## src/t1_pkg.sv

```systemverilog
// package for the 8-bit timer channel one: register indices, field positions,
// reset values, clock-select and output-select codes, carrier structs.
// assumes an APB slave with 32-bit data; byte address = 4 * register index.
package t1_pkg;
  localparam int ADDR_W = 12;
  localparam int IDX_W = 8;
  // register indices; byte address is index * 4
  localparam logic [IDX_W-1:0] IDX_CTRL = 8'hD0;
  localparam logic [IDX_W-1:0] IDX_FLAGS = 8'hD1;
  localparam logic [IDX_W-1:0] IDX_CORA = 8'hD2;
  localparam logic [IDX_W-1:0] IDX_CORB = 8'hD3;
  localparam logic [IDX_W-1:0] IDX_CNT = 8'hD4;
  localparam logic [IDX_W-1:0] IDX_IRQ_STS = 8'hD5;
  localparam logic [IDX_W-1:0] IDX_IRQ_CLR = 8'hD6;
  localparam logic [IDX_W-1:0] IDX_IRQ_EN = 8'hD7;
  // flag positions in timer_flags_and_output_select
  localparam int FLAG_LSB = 5;
  localparam int FLAG_N = 3;
  localparam int FIXED_BIT = 4;
  // event index: 0 overflow, 1 compare A, 2 compare B
  localparam int EV_OVF = 0;
  localparam int EV_CMA = 1;
  localparam int EV_CMB = 2;
  // reset values
  localparam logic [7:0] CTRL_RST = 8'h00;
  localparam logic [7:0] CNT_RST = 8'h00;
  localparam logic [7:0] COR_RST = 8'hFF;
  localparam logic [7:0] CNT_MAX = 8'hFF;
  localparam logic [3:0] OUTSEL_RST = 4'h0;
  localparam logic [FLAG_N-1:0] FLAG_RST = 3'h0;
  // clock select codes
  localparam logic [2:0] CKS_STOP = 3'h0;
  localparam logic [2:0] CKS_DIV_A = 3'h1;
  localparam logic [2:0] CKS_DIV_B = 3'h2;
  localparam logic [2:0] CKS_DIV_C = 3'h3;
  localparam logic [2:0] CKS_STOP2 = 3'h4;
  localparam logic [2:0] CKS_EXT_RISE = 3'h5;
  localparam logic [2:0] CKS_EXT_FALL = 3'h6;
  localparam logic [2:0] CKS_EXT_BOTH = 3'h7;
  // counter clear codes
  localparam logic [1:0] CCLR_NONE = 2'h0;
  localparam logic [1:0] CCLR_CMA = 2'h1;
  localparam logic [1:0] CCLR_CMB = 2'h2;
  localparam logic [1:0] CCLR_EXT = 2'h3;
  // output action codes, per compare channel
  localparam logic [1:0] OS_NONE = 2'h0;
  localparam logic [1:0] OS_LOW = 2'h1;
  localparam logic [1:0] OS_HIGH = 2'h2;
  localparam logic [1:0] OS_TOGGLE = 2'h3;

  typedef struct packed {
    logic compare_b_interrupt_enable;
    logic cmiea;
    logic ovie;
    logic [1:0] cclr;
    logic [2:0] cks;
  } t1_ctrl_t;

  typedef struct packed {
    logic [1:0] os_b;
    logic [1:0] os_a;
  } t1_outsel_t;
endpackage

```

## src/t1_timer.sv

```systemverilog
// 8-bit timer channel one: counter, two compare constants, flags, output pin
// and interrupt, with an APB register slave.
// assumes EXT_CLK and EXT_RST are asynchronous pins far slower than MCLK.
`timescale 1ns/1ps
module t1_timer #(
  parameter int DIV_A_LOG2 = 3,
  parameter int DIV_B_LOG2 = 6,
  parameter int DIV_C_LOG2 = 10
) (
  input wire logic MCLK,
  input wire logic RSTN,
  input wire logic PSEL,
  input wire logic PENABLE,
  input wire logic PWRITE,
  input wire logic [t1_pkg::ADDR_W-1:0] PADDR,
  input wire logic [31:0] PWDATA,
  output logic [31:0] PRDATA,
  output logic PREADY,
  output logic PSLVERR,
  input wire logic EXT_CLK,
  input wire logic EXT_RST,
  output logic TMO,
  output logic TMO_OE,
  output logic CMB_REQ,
  output logic IRQ
);
  import t1_pkg::*;

  function automatic logic hit(input logic [ADDR_W-1:0] a, input logic [IDX_W-1:0] idx);
    return a == ADDR_W'({idx, 2'b00});
  endfunction

  function automatic logic os_apply(input logic [1:0] act, input logic cur);
    case (act)
      OS_LOW: return 1'b0;
      OS_HIGH: return 1'b1;
      OS_TOGGLE: return ~cur;
      default: return cur;
    endcase
  endfunction

  t1_ctrl_t ctrl_reg;
  t1_outsel_t outsel_reg;
  logic [7:0] cnt_reg;
  logic [7:0] cora_reg;
  logic [7:0] corb_reg;
  logic [FLAG_N-1:0] flag_reg;
  logic [FLAG_N-1:0] armed_reg;
  logic [FLAG_N-1:0] irq_sts_reg;
  logic [FLAG_N-1:0] irq_en_reg;
  logic [FLAG_N-1:0] ev;
  logic [FLAG_N-1:0] src_en;
  logic [31:0] rdata_reg;
  logic [31:0] rmux;
  logic tmo_reg;
  logic [DIV_C_LOG2-1:0] div_reg;
  logic [2:0] eclk_sync_reg;
  logic [2:0] erst_sync_reg;
  logic ext_rise, ext_fall, ext_rst_rise;
  logic tick, match_a, match_b, clr_on_match, ext_clr;
  logic setup, access, wr, rd, mapped;
  logic wr_ctrl, wr_flags, wr_cora, wr_corb, wr_cnt, wr_irq_clr, wr_irq_en, rd_flags;

  // bus decode; zero wait states, so every access phase completes at once
  assign setup = PSEL & ~PENABLE;
  assign access = PSEL & PENABLE;
  assign wr = access & PWRITE;
  assign rd = access & ~PWRITE;
  assign wr_ctrl = wr & hit(PADDR, IDX_CTRL);
  assign wr_flags = wr & hit(PADDR, IDX_FLAGS);
  assign wr_cora = wr & hit(PADDR, IDX_CORA);
  assign wr_corb = wr & hit(PADDR, IDX_CORB);
  assign wr_cnt = wr & hit(PADDR, IDX_CNT);
  assign wr_irq_clr = wr & hit(PADDR, IDX_IRQ_CLR);
  assign wr_irq_en = wr & hit(PADDR, IDX_IRQ_EN);
  assign rd_flags = rd & hit(PADDR, IDX_FLAGS);
  assign PREADY = PENABLE;
  assign PSLVERR = access & ~mapped;
  assign PRDATA = rdata_reg;

  always_comb begin
    mapped = 1'b1;
    rmux = 32'h0000_0000;
    if (hit(PADDR, IDX_CTRL)) begin
      rmux[7:0] = ctrl_reg;
    end else if (hit(PADDR, IDX_FLAGS)) begin
      rmux[7:0] = {flag_reg, 1'b1, outsel_reg};
    end else if (hit(PADDR, IDX_CORA)) begin
      rmux[7:0] = cora_reg;
    end else if (hit(PADDR, IDX_CORB)) begin
      rmux[7:0] = corb_reg;
    end else if (hit(PADDR, IDX_CNT)) begin
      rmux[7:0] = cnt_reg;
    end else if (hit(PADDR, IDX_IRQ_STS)) begin
      rmux[FLAG_N-1:0] = irq_sts_reg;
    end else if (hit(PADDR, IDX_IRQ_EN)) begin
      rmux[FLAG_N-1:0] = irq_en_reg;
    end else if (!hit(PADDR, IDX_IRQ_CLR)) begin
      mapped = 1'b0;
    end
  end

  // read data captured in setup so it comes from flops during access
  always_ff @(posedge MCLK or negedge RSTN) begin
    if (!RSTN) begin
      rdata_reg <= 32'h0000_0000;
    end else if (setup && !PWRITE) begin
      rdata_reg <= rmux;
    end
  end

  always_ff @(posedge MCLK or negedge RSTN) begin
    if (!RSTN) begin
      ctrl_reg <= CTRL_RST;
      outsel_reg <= OUTSEL_RST;
      cora_reg <= COR_RST;
      corb_reg <= COR_RST;
      irq_en_reg <= FLAG_RST;
    end else begin
      if (wr_ctrl) begin
        ctrl_reg <= PWDATA[7:0];
      end
      if (wr_flags) begin
        outsel_reg <= PWDATA[3:0];
      end
      if (wr_cora) begin
        cora_reg <= PWDATA[7:0];
      end
      if (wr_corb) begin
        corb_reg <= PWDATA[7:0];
      end
      if (wr_irq_en) begin
        irq_en_reg <= PWDATA[FLAG_N-1:0];
      end
    end
  end

  // pins pass two flops; stage 0 feeds only stage 1, edges use stages 1 and 2
  always_ff @(posedge MCLK or negedge RSTN) begin
    if (!RSTN) begin
      eclk_sync_reg <= 3'h0;
      erst_sync_reg <= 3'h0;
    end else begin
      eclk_sync_reg <= {eclk_sync_reg[1:0], EXT_CLK};
      erst_sync_reg <= {erst_sync_reg[1:0], EXT_RST};
    end
  end

  assign ext_rise = eclk_sync_reg[1] & ~eclk_sync_reg[2];
  assign ext_fall = ~eclk_sync_reg[1] & eclk_sync_reg[2];
  assign ext_rst_rise = erst_sync_reg[1] & ~erst_sync_reg[2];

  // free-running prescaler; each internal rate is a one-cycle enable
  always_ff @(posedge MCLK or negedge RSTN) begin
    if (!RSTN) begin
      div_reg <= '0;
    end else begin
      div_reg <= div_reg + 1'b1;
    end
  end

  always_comb begin
    case (ctrl_reg.cks)
      CKS_DIV_A: tick = &div_reg[DIV_A_LOG2-1:0];
      CKS_DIV_B: tick = &div_reg[DIV_B_LOG2-1:0];
      CKS_DIV_C: tick = &div_reg;
      CKS_EXT_RISE: tick = ext_rise;
      CKS_EXT_FALL: tick = ext_fall;
      CKS_EXT_BOTH: tick = ext_rise | ext_fall;
      default: tick = 1'b0;
    endcase
  end

  // a match is seen on the tick that would leave the matching value
  assign match_a = tick & (cnt_reg == cora_reg);
  assign match_b = tick & (cnt_reg == corb_reg);
  assign clr_on_match = (ctrl_reg.cclr == CCLR_CMA && match_a) ||
                        (ctrl_reg.cclr == CCLR_CMB && match_b);
  assign ext_clr = (ctrl_reg.cclr == CCLR_EXT) & ext_rst_rise;
  assign ev[EV_OVF] = tick & (cnt_reg == CNT_MAX) & ~clr_on_match;
  assign ev[EV_CMA] = match_a;
  assign ev[EV_CMB] = match_b;

  // software write beats counting; the external clear beats a tick
  always_ff @(posedge MCLK or negedge RSTN) begin
    if (!RSTN) begin
      cnt_reg <= CNT_RST;
    end else if (wr_cnt) begin
      cnt_reg <= PWDATA[7:0];
    end else if (ext_clr || (tick && clr_on_match)) begin
      cnt_reg <= CNT_RST;
    end else if (tick) begin
      cnt_reg <= cnt_reg + 8'h01;
    end
  end

  // per flag: armed by a read that returned 1, consumed by any write
  for (genvar i = 0; i < FLAG_N; i++) begin : g_flag
    always_ff @(posedge MCLK or negedge RSTN) begin
      if (!RSTN) begin
        armed_reg[i] <= 1'b0;
      end else if (rd_flags && rdata_reg[FLAG_LSB+i]) begin
        armed_reg[i] <= 1'b1;
      end else if (wr_flags || !flag_reg[i]) begin
        armed_reg[i] <= 1'b0;
      end
    end

    // set wins over clear; writing 1 has no effect
    always_ff @(posedge MCLK or negedge RSTN) begin
      if (!RSTN) begin
        flag_reg[i] <= 1'b0;
      end else if (ev[i]) begin
        flag_reg[i] <= 1'b1;
      end else if (wr_flags && !PWDATA[FLAG_LSB+i] && armed_reg[i]) begin
        flag_reg[i] <= 1'b0;
      end
    end

    always_ff @(posedge MCLK or negedge RSTN) begin
      if (!RSTN) begin
        irq_sts_reg[i] <= 1'b0;
      end else if (ev[i]) begin
        irq_sts_reg[i] <= 1'b1;
      end else if (wr_irq_clr && PWDATA[i]) begin
        irq_sts_reg[i] <= 1'b0;
      end
    end
  end

  // a compare B action other than OS_NONE wins when both matches land on one tick
  always_ff @(posedge MCLK or negedge RSTN) begin
    if (!RSTN) begin
      tmo_reg <= 1'b0;
    end else if (match_b && outsel_reg.os_b != OS_NONE) begin
      tmo_reg <= os_apply(outsel_reg.os_b, tmo_reg);
    end else if (match_a) begin
      tmo_reg <= os_apply(outsel_reg.os_a, tmo_reg);
    end
  end

  assign TMO_OE = |outsel_reg;
  assign TMO = tmo_reg & TMO_OE;

  assign src_en = {ctrl_reg.compare_b_interrupt_enable, ctrl_reg.cmiea, ctrl_reg.ovie};
  assign CMB_REQ = flag_reg[EV_CMB] & ctrl_reg.compare_b_interrupt_enable;
  // status stays sticky even when masked, so a late enable still fires
  assign IRQ = |(irq_sts_reg & irq_en_reg & src_en);
endmodule

```

## config.mk

```make
export PLATFORM = sky130hd
export DESIGN_NAME = t1_timer
export DESIGN_NICKNAME = d
export VERILOG_FILES = /design/src/t1_pkg.sv /design/src/t1_timer.sv
export SDC_FILE = /design/constraint.sdc
export NUM_CORES = 1
export LEC_CHECK = 0
export BUFFER_PORTS_ARGS = -buffer_cell sky130_fd_sc_hd__buf_2
export CORE_ASPECT_RATIO = 0.7
export CORE_MARGIN = 10
export CORE_UTILIZATION = 30
export DETAILED_ROUTE_END_ITERATION = 8
export PLACE_DENSITY = 0.47
export SLEW_MARGIN = 20
export SYNTH_ARGS = -nofsm -noshare
export SYNTH_HDL_FRONTEND = slang
export SYNTH_SLANG_ARGS = --single-unit
export TNS_END_PERCENT = 100
```

## constraint.sdc

```tcl
create_clock -name MCLK -period 2.6 [get_ports MCLK]
set_clock_uncertainty 0.05 [all_clocks]
set_input_delay 0.52 -clock MCLK [delete_from_list [all_inputs] [get_ports MCLK]]
set_output_delay 0.52 -clock MCLK [all_outputs]
set_load 0.005 [all_outputs]
```

---- Word level (Yosys, flattened, before mapping) ----
Cells that the tools add are included.
word-level totals
  bits of input ports ..................... 51
  register bits ........................... 73
  output and inout port bits .............. 38
operators by class
  $add $sub $neg .......................... 2
  multiplexer cells ....................... 42
  bitwise gates (word level) .............. 34
  reduce and logical (&&, ||, !) cells .... 48
  equal/unequal tests ..................... 27
operators by type and width
  operator                                                                  number
  12-bit by 10-bit equality test with 1-bit output (second input constant)  8
  8-bit two-way mux                                                         7
  1-bit two-way mux                                                         28
  1-bit bitwise AND                                                         23
  2-bit nonzero test                                                        11
  1-bit logical AND                                                         17
  8-bit equality test                                                       2
  2-bit equality test (second input constant)                               6
  10-bit by 1-bit adder with 10-bit output (second input constant)          1
  10-bit AND reduction                                                      1
  3-bit equality test (second input constant)                               3
  3-bit two-way mux                                                         3
  8-bit by 1-bit adder with 8-bit output (second input constant)            1
  8-bit equality test (second input constant)                               1
  1-bit inverter                                                            8
  1-bit logical NOT                                                         7
  3-bit bitwise AND                                                         2
  2-bit by 1-bit equality test with 1-bit output (second input constant)    3
  3-bit by 2-bit equality test with 1-bit output (second input constant)    2
  1-bit one-hot mux with 3 select lines                                     2
  1-bit one-hot mux with 6 select lines                                     1
  3-bit AND reduction                                                       2
  6-bit AND reduction                                                       1
  1-bit logical OR                                                          5
  other kinds (8)                                                           8

---- Logic depth before layout (Yosys ltp) ----
Gate-level depths: netlist of run 1.
  depth after elaboration ................. 11
  gate-level depth with buffers ........... 9
  depth with buffers taken out ............ 8

---- Worst setup path before layout of run 1 ----
Ideal clock, no wire load.
  path kind ............................... in2reg
  start point ............................. input port PADDR[0] (netlist bit)
  end point ............................... register outsel_reg[2] (netlist bit)
  library setup time ...................... 0.125 ns
  arrival time ............................ 2.258 ns
  slack ................................... 0.167 ns
  stages .................................. 5
  path buffers ............................ 1
  cells stage by stage .................... or4b_4 or4_4 nor4_4 buf_6 mux2_2
on the way
  longest elaborated chain between the ends .. 2
RTL lines
  item                                              RTL line         RTL
  start: declaration                                t1_timer.sv:15   input wire logic [t1_pkg::ADDR_W-1:0] PADDR,
  12-bit by 10-bit equality test with 1-bit output  t1_timer.sv:30   return a == ADDR_W'({idx, 2'b00});
  1-bit bitwise AND                                 t1_timer.sv:70   assign wr_flags = wr & hit(PADDR, IDX_FLAGS);
  end signal: assignment                            t1_timer.sv:124  outsel_reg <= PWDATA[3:0];
  end: declaration                                  t1_timer.sv:43   t1_outsel_t outsel_reg;
Every way passes these cells.
A chain may end at the register's enable or synchronous reset.

---- Final worst setup path of run 1 ----
  start point ............................. register div_reg[0]
  end point ............................... register cnt_reg[6]
on the way
  longest elaborated chain between the ends .. 9
RTL lines
  item                                                RTL line                          RTL
  start: declaration                                  t1_timer.sv:56                    logic [DIV_C_LOG2-1:0] div_reg;
  start signal: assignment                            t1_timer.sv:158                   div_reg <= div_reg + 1'b1;
  10-bit AND reduction, or another cell as far along  t1_timer.sv:166                   CKS_DIV_C: tick = &div_reg;
  1-bit one-hot mux with 6 select lines (*)           t1_timer.sv:163                   case (ctrl_reg.cks)
  1-bit bitwise AND, on equally long branches         t1_timer.sv:175, t1_timer.sv:176
  1-bit logical AND, on equally long branches         t1_timer.sv:177, t1_timer.sv:178
  1-bit logical OR                                    t1_timer.sv:177                   assign clr_on_match = (ctrl_reg.cclr == CCLR_CMA && match_a) ||
  1-bit logical AND                                   t1_timer.sv:190                   end else if (ext_clr || (tick && clr_on_match)) begin
  1-bit logical OR                                    t1_timer.sv:190
  8-bit two-way mux                                   t1_timer.sv:190
  8-bit two-way mux                                   t1_timer.sv:188                   end else if (wr_cnt) begin
  end signal: assignment                              t1_timer.sv:189                   cnt_reg <= PWDATA[7:0];
  end signal: assignment                              t1_timer.sv:193                   cnt_reg <= cnt_reg + 8'h01;
  end: declaration                                    t1_timer.sv:44                    logic [7:0] cnt_reg;
Every way passes the cells marked *; elsewhere a longest branch is shown, timed or not.

==> results of run 1 <==
## critical path: cells and delay by family, from the launching register on
kind | cells | cell delay [ns]
adders and majority gates | 2 | 0.48
buffers and inverters | 2 | 0.36
and+or+nand+nor | 2 | 0.24
DFF | 1 | 0.41
AOI/OAI and AO/OA | 4 | 0.65
## cell type report
cell class	count	area share [%]
clock buffers	11	5.21
inverters	13	1.01
multi-input cells	288	41.6
flip-flops and latches	73	38.1
clock inverters	5	1.60
well taps	185	4.77
repair buffers	63	7.73
## routing by layer
layer / up-vias / global-route usage (%)
met2: 90 / 16.1
li1: 1464 / -
met4: 0 / 3.12
met5: - / 0
met1: 1529 / 18.8
met3: 8 / 3.88
## logic make-up after synthesis
family	after synthesis	share of synthesized area (%)
fa+ha+maj	5	1.53
compound gates	66	10.5
buf+inv	57	7.76
simple gates	126	17.4
mux	44	12.7
flops	73	45.1
xor+xnor	23	4.92
other cells	1	0.0916
## cells in the mapped netlist, types with 4 or more instances
cell | number | share of area (%)
a21o_1 | 4 | 0.73
a21oi_1 | 7 | 0.86
a22oi_1 | 7 | 1.3
and3_1 | 5 | 0.76
buf_4 | 25 | 4.6
clkbuf_1 | 14 | 1.3
dfrtp_1 | 57 | 35
dfstp_2 | 16 | 10
ha_1 | 5 | 1.5
inv_1 | 13 | 1.2
mux2_2 | 28 | 7.7
mux2i_1 | 12 | 2.9
nand2_1 | 36 | 3.3
nand3_1 | 20 | 2.4
nand3b_1 | 4 | 0.73
nand4_1 | 4 | 0.61
nand4b_1 | 6 | 1.3
nor2_1 | 21 | 1.9
nor4_1 | 5 | 0.76
o21ai_0 | 26 | 3.2
xor2_1 | 20 | 4.3
## report_power, final
| group | switching (mW) | internal (mW) | leakage, nW |
|---|---|---|---|
| registers | 0.00332 | 1.14 | 0.881 |
| clock network | 0.474 | 0.889 | 0.162 |
| logic | 0.0968 | 0.0430 | 1.18 |
| total | 0.574 | 2.08 | 2.23 |
## path summary, 6_finish.rpt
path,start,to,cells past startpoint
min in group MCLK,EXT_RST,erst_sync_reg[0]$_DFF_PN0_,1
worst min-delay path,RSTN,eclk_sync_reg[2]$_DFF_PN0_,1
max in group asynchronous,RSTN,corb_reg[4]$_DFFE_PN1P_,2
worst max register to register,div_reg[0]$_DFF_PN0_,cnt_reg[6]$_DFFE_PN0P_,10
worst min register to register,eclk_sync_reg[0]$_DFF_PN0_,eclk_sync_reg[1]$_DFF_PN0_,0
worst max-delay path,div_reg[0]$_DFF_PN0_,cnt_reg[6]$_DFFE_PN0P_,10
==> impl_metrics.toml, run 1 <==
[die]
die_area_um2 = 18800
die_height_um = 118
ios = 89
rows = 35
core_um2 = 13300
initial_core_util_pct = 30.9
die_width_um = 160

[route]
drt-met1-wl_um = 6070
first_pass_iters = 4
drtIter0Drc = 202
route.met3.wl_um = 868
routed_via_density = 4.84
highest_layer = "met4"
wl_per_cell_um = 18.0
drcViolationCount = 0
ant_nets = 0
drt-total-wl_um = 11500
wl_met2_um = 4430
num_vias = 3091

[clock_tree]
tritoncts = "yes"
clk_latency_ns = 0.33
cts-root-buf = "clkbuf_16"
cts_resized = 0
holdBufCountCts = 0
cts_buffer_depth = 2
post-cts-setup-buffer-count = 0
htree_num_levels = 3
clkSinkCount = 73
cts_made_buffers = 9
cts.clk_slew.worst_paths_ns = 0.06

[yosys]
synth_area_per_cell_um2 = 10.4
yosysWarningCount = 0
synthCells = 395
netlist_area_um2 = 4090
synth_edf_count = 0
ys_seq_area_share_pct = 45.1
ys_ff_latch = 73
synth_ff_type = "dfrtp_1"
ys_types = 61
async_flop_share_pct = 100

[sta]
fin_crit_ns = 2.30
rsz0062_at_grt = "false"
tightest_slew_ns = 0.560
fin_hold_ws_ns = 0.0678
setup_violations = 0
final.setup.worst_slack_ns = 0.296
setup_tns_ns = 0
hold_viol_final = 0
slew_headroom_pct = 62.7
fin_crit_sh_pct = 88.6
slew_viol_final = 0
fmax_mhz = 434

[flow_run]
maxCapViolCount = 0

[place]
placed_cells = 622
io_buffers = 40
postPlaceCellArea_um2 = 4520
routabilityCongestion = 0.810
post-place-ws_ns = 0.0178
dpl.hpwl_um = 8880

[final_layout]
largest_reg_flops = 10
fill_cells = 1349
drive_above_1_share_pct = 30.9
antenna-diode-count = 0
finish.instance_area_um2 = 4850
utilization_pct = 36.6
final_cell_mix = "dfrtp_1 (57), buf_2 (39), nand2_1 (36)"
multiInputGateArea_um2 = 2020
syn_to_final_growth_pct = 18.6
nets = 504
final_common_cell = "dfrtp_1"
layout.cells.non_filler = 638
register_area_um2 = 1850

[status]
status = "completed"

[worst_setup_path]
slowest_stage = "dfrtp_1"
endpoint_kind = "flip-flop"
r2r_slack_ns = 0.30
cp.required_ns = 2.78
worst-setup-path-type = "reg2reg"
worstPathArrival_ns = 2.48
slowest_delay_ns = 0.41
setup.worst_path.start_class = "flip-flop"
crit_fanout = 7
worstPathCellList = "ha_1 > ha_1 > nand2_1 > o22ai_1 > a221oi_1 > buf_4 > and2_1 > buf_4 > a22oi_1 > o311ai_1"

[power]
ir_drop_mv = 0.305
p_leak_nw = 2.23
power_density_nw_per_um2 = 546
total_power_mw = 2.65

[global_routing]
grtUsageTotal_pct = 12.4
grt_pass1_vias = 3118
overflow = 0
grt_antenna_before_repair = 0
grt_pass1_wl_um = 18400
grt_max_degree = 30

[worst_hold_path]
min_path_type = "in2async"
Note: power is estimated with default switching activity, not from simulation.
==> inputs of run 2 (changes only) <==
Settings changed: CORE_UTILIZATION 30 to 55, PLACE_DENSITY 0.47 to 0.79, REMOVE_ABC_BUFFERS set to 1.
==> impl_metrics.toml, run 2 (synthesis results as in run 1) <==
[status]
status = "completed"

[die]
die_width_um = 123
ios = 89
rows = 26
die_height_um = 92.2
core_um2 = 7250
initial_core_util_pct = 56.4
die_area_um2 = 11300

[route]
num_vias = 3233
drtIter0Drc = 399
first_pass_iters = 5
wl_per_cell_um = 18.6
drt-total-wl_um = 10200
routed_via_density = 5.89
ant_nets = 0
drcViolationCount = 0

[clock_tree]
cts_resized = 0
cts_buffer_depth = 2
tritoncts = "yes"
post-cts-setup-buffer-count = 0
cts-root-buf = "clkbuf_8"
htree_num_levels = 3
cts.clk_slew.worst_paths_ns = 0.08
cts_made_buffers = 9
holdBufCountCts = 0
clk_latency_ns = 0.36
clkSinkCount = 73

[power]
power_density_nw_per_um2 = 450
ir_drop_mv = 0.284
p_leak_nw = 2.14

[sta]
slew_viol_final = 0
fmax_mhz = 418
slew_headroom_pct = 55.1
fin_crit_sh_pct = 92.0
rsz0062_at_grt = "false"
setup_tns_ns = 0
fin_crit_ns = 2.39
hold_viol_final = 0
setup_violations = 0
tightest_slew_ns = 0.673

[final_layout]
utilization_pct = 63.0
largest_reg_flops = 10
syn_to_final_growth_pct = 11.6
final_common_cell = "dfrtp_1"
final_cell_mix = "dfrtp_1 (57), buf_2 (40), nand2_1 (36)"
drive_above_1_share_pct = 30.2
antenna-diode-count = 0
nets = 502

[worst_setup_path]
crit_fanout = 8
cp.required_ns = 2.77
worstPathArrival_ns = 2.56
r2r-start = "cnt_reg[7]$_DFFE_PN0P_"
endpoint_kind = "flip-flop"
setup.worst_path.start_class = "flip-flop"
worst-setup-path-type = "reg2reg"
worstSetupStartpoint = "cnt_reg[7]$_DFFE_PN0P_"

[place]
routabilityCongestion = 0.937
dpl.hpwl_um = 7660
io_buffers = 40

[worst_hold_path]
min_path_type = "in2async"

[global_routing]
grt_pass1_vias = 3152
grt_pass1_wl_um = 16100
overflow = 0
grt_antenna_before_repair = 0
grtUsageTotal_pct = 18.0
grt_max_degree = 46

[flow_run]
maxCapViolCount = 0
==> run 2: cell types whose count changed in the layout (fill, tap and decap cells not counted) <==
cell,delta
clkbuf_16,-9
clkbuf_8,+7
buf_4,-4
bufinv_16,-2
clkinv_2,+2
buf_12,+1
buf_2,+1
clkbuf_1,+1
clkinvlp_4,+1
nor3_1,+1
nor3_2,-1
==> run 2: report_power, final <==
part           internal (mW)  switching, mW
sequential              1.14        0.00337
combinational         0.0442         0.0944
clock                  0.339          0.430
total                   1.53          0.528
==> run 2: worst max-delay path, cell delays in order (launching register included) <==
cell and delay (ns):
dfrtp_1 0.50, xor2_1 0.22, nor4_1 0.36, nand2_1 0.16, o31a_1 0.41, buf_4 0.22
a32oi_1 0.20, o311ai_1 0.14
==> run 2: area by class of cell <==
cell class | count | area, um^2
Clock buffer | 10 | 128
Clock inverter | 6 | 35.0
Fill cell | 570 | 2690
Inverter | 13 | 48.8
Multi-Input combinational cell | 288 | 2020
Sequential cell | 73 | 1850
Tap cell | 98 | 123
Timing Repair Buffer | 61 | 370
==> run 2: path summary, 6_finish.rpt <==
kind | endpoint | slack (ns) | depth (start not counted)
min in group MCLK | erst_sync_reg[0]$_DFF_PN0_ | 0.22 | 1
min reg2reg | erst_sync_reg[1]$_DFF_PN0_ | 0.30 | 0
min | cnt_reg[1]$_DFFE_PN0P_ | 0.14 | 1
max in group asynchronous | cora_reg[0]$_DFFE_PN1P_ | 1.62 | 2
max | cnt_reg[2]$_DFFE_PN0P_ | 0.21 | 7
max reg2reg | cnt_reg[2]$_DFFE_PN0P_ | 0.21 | 7
==> run 2: routing by layer <==
| layer | up-vias | global-route usage (%) | wire, um |
|---|---|---|---|
| met1 | 1599 | 24.2 | 4370 |
| met2 | 150 | 26.2 | 4650 |
| met5 | - | 0 | 0 |
| met4 | 0 | 6.87 | 169 |
| li1 | 1461 | - | - |
| met3 | 23 | 5.88 | 1010 |
==> run 2: stage by stage <==
stage / std cells / hold slack (ns) / power [mW] / cell area (um^2) / setup slack (ns)
floorplan: 374 / 0.174 / 1.21 / 3910 / 0.0951
detailed placement: 533 / 0.285 / 1.30 / 4400 / 0.00996
global placement: 533 / 0.284 / 1.30 / 4400 / 0.0375
finish: 549 / 0.143 / 2.05 / 4570 / 0.207
global route: 549 / 0.180 / 2.13 / 4570 / 0.163
CTS: 549 / 0.163 / 2.05 / 4570 / 0.231
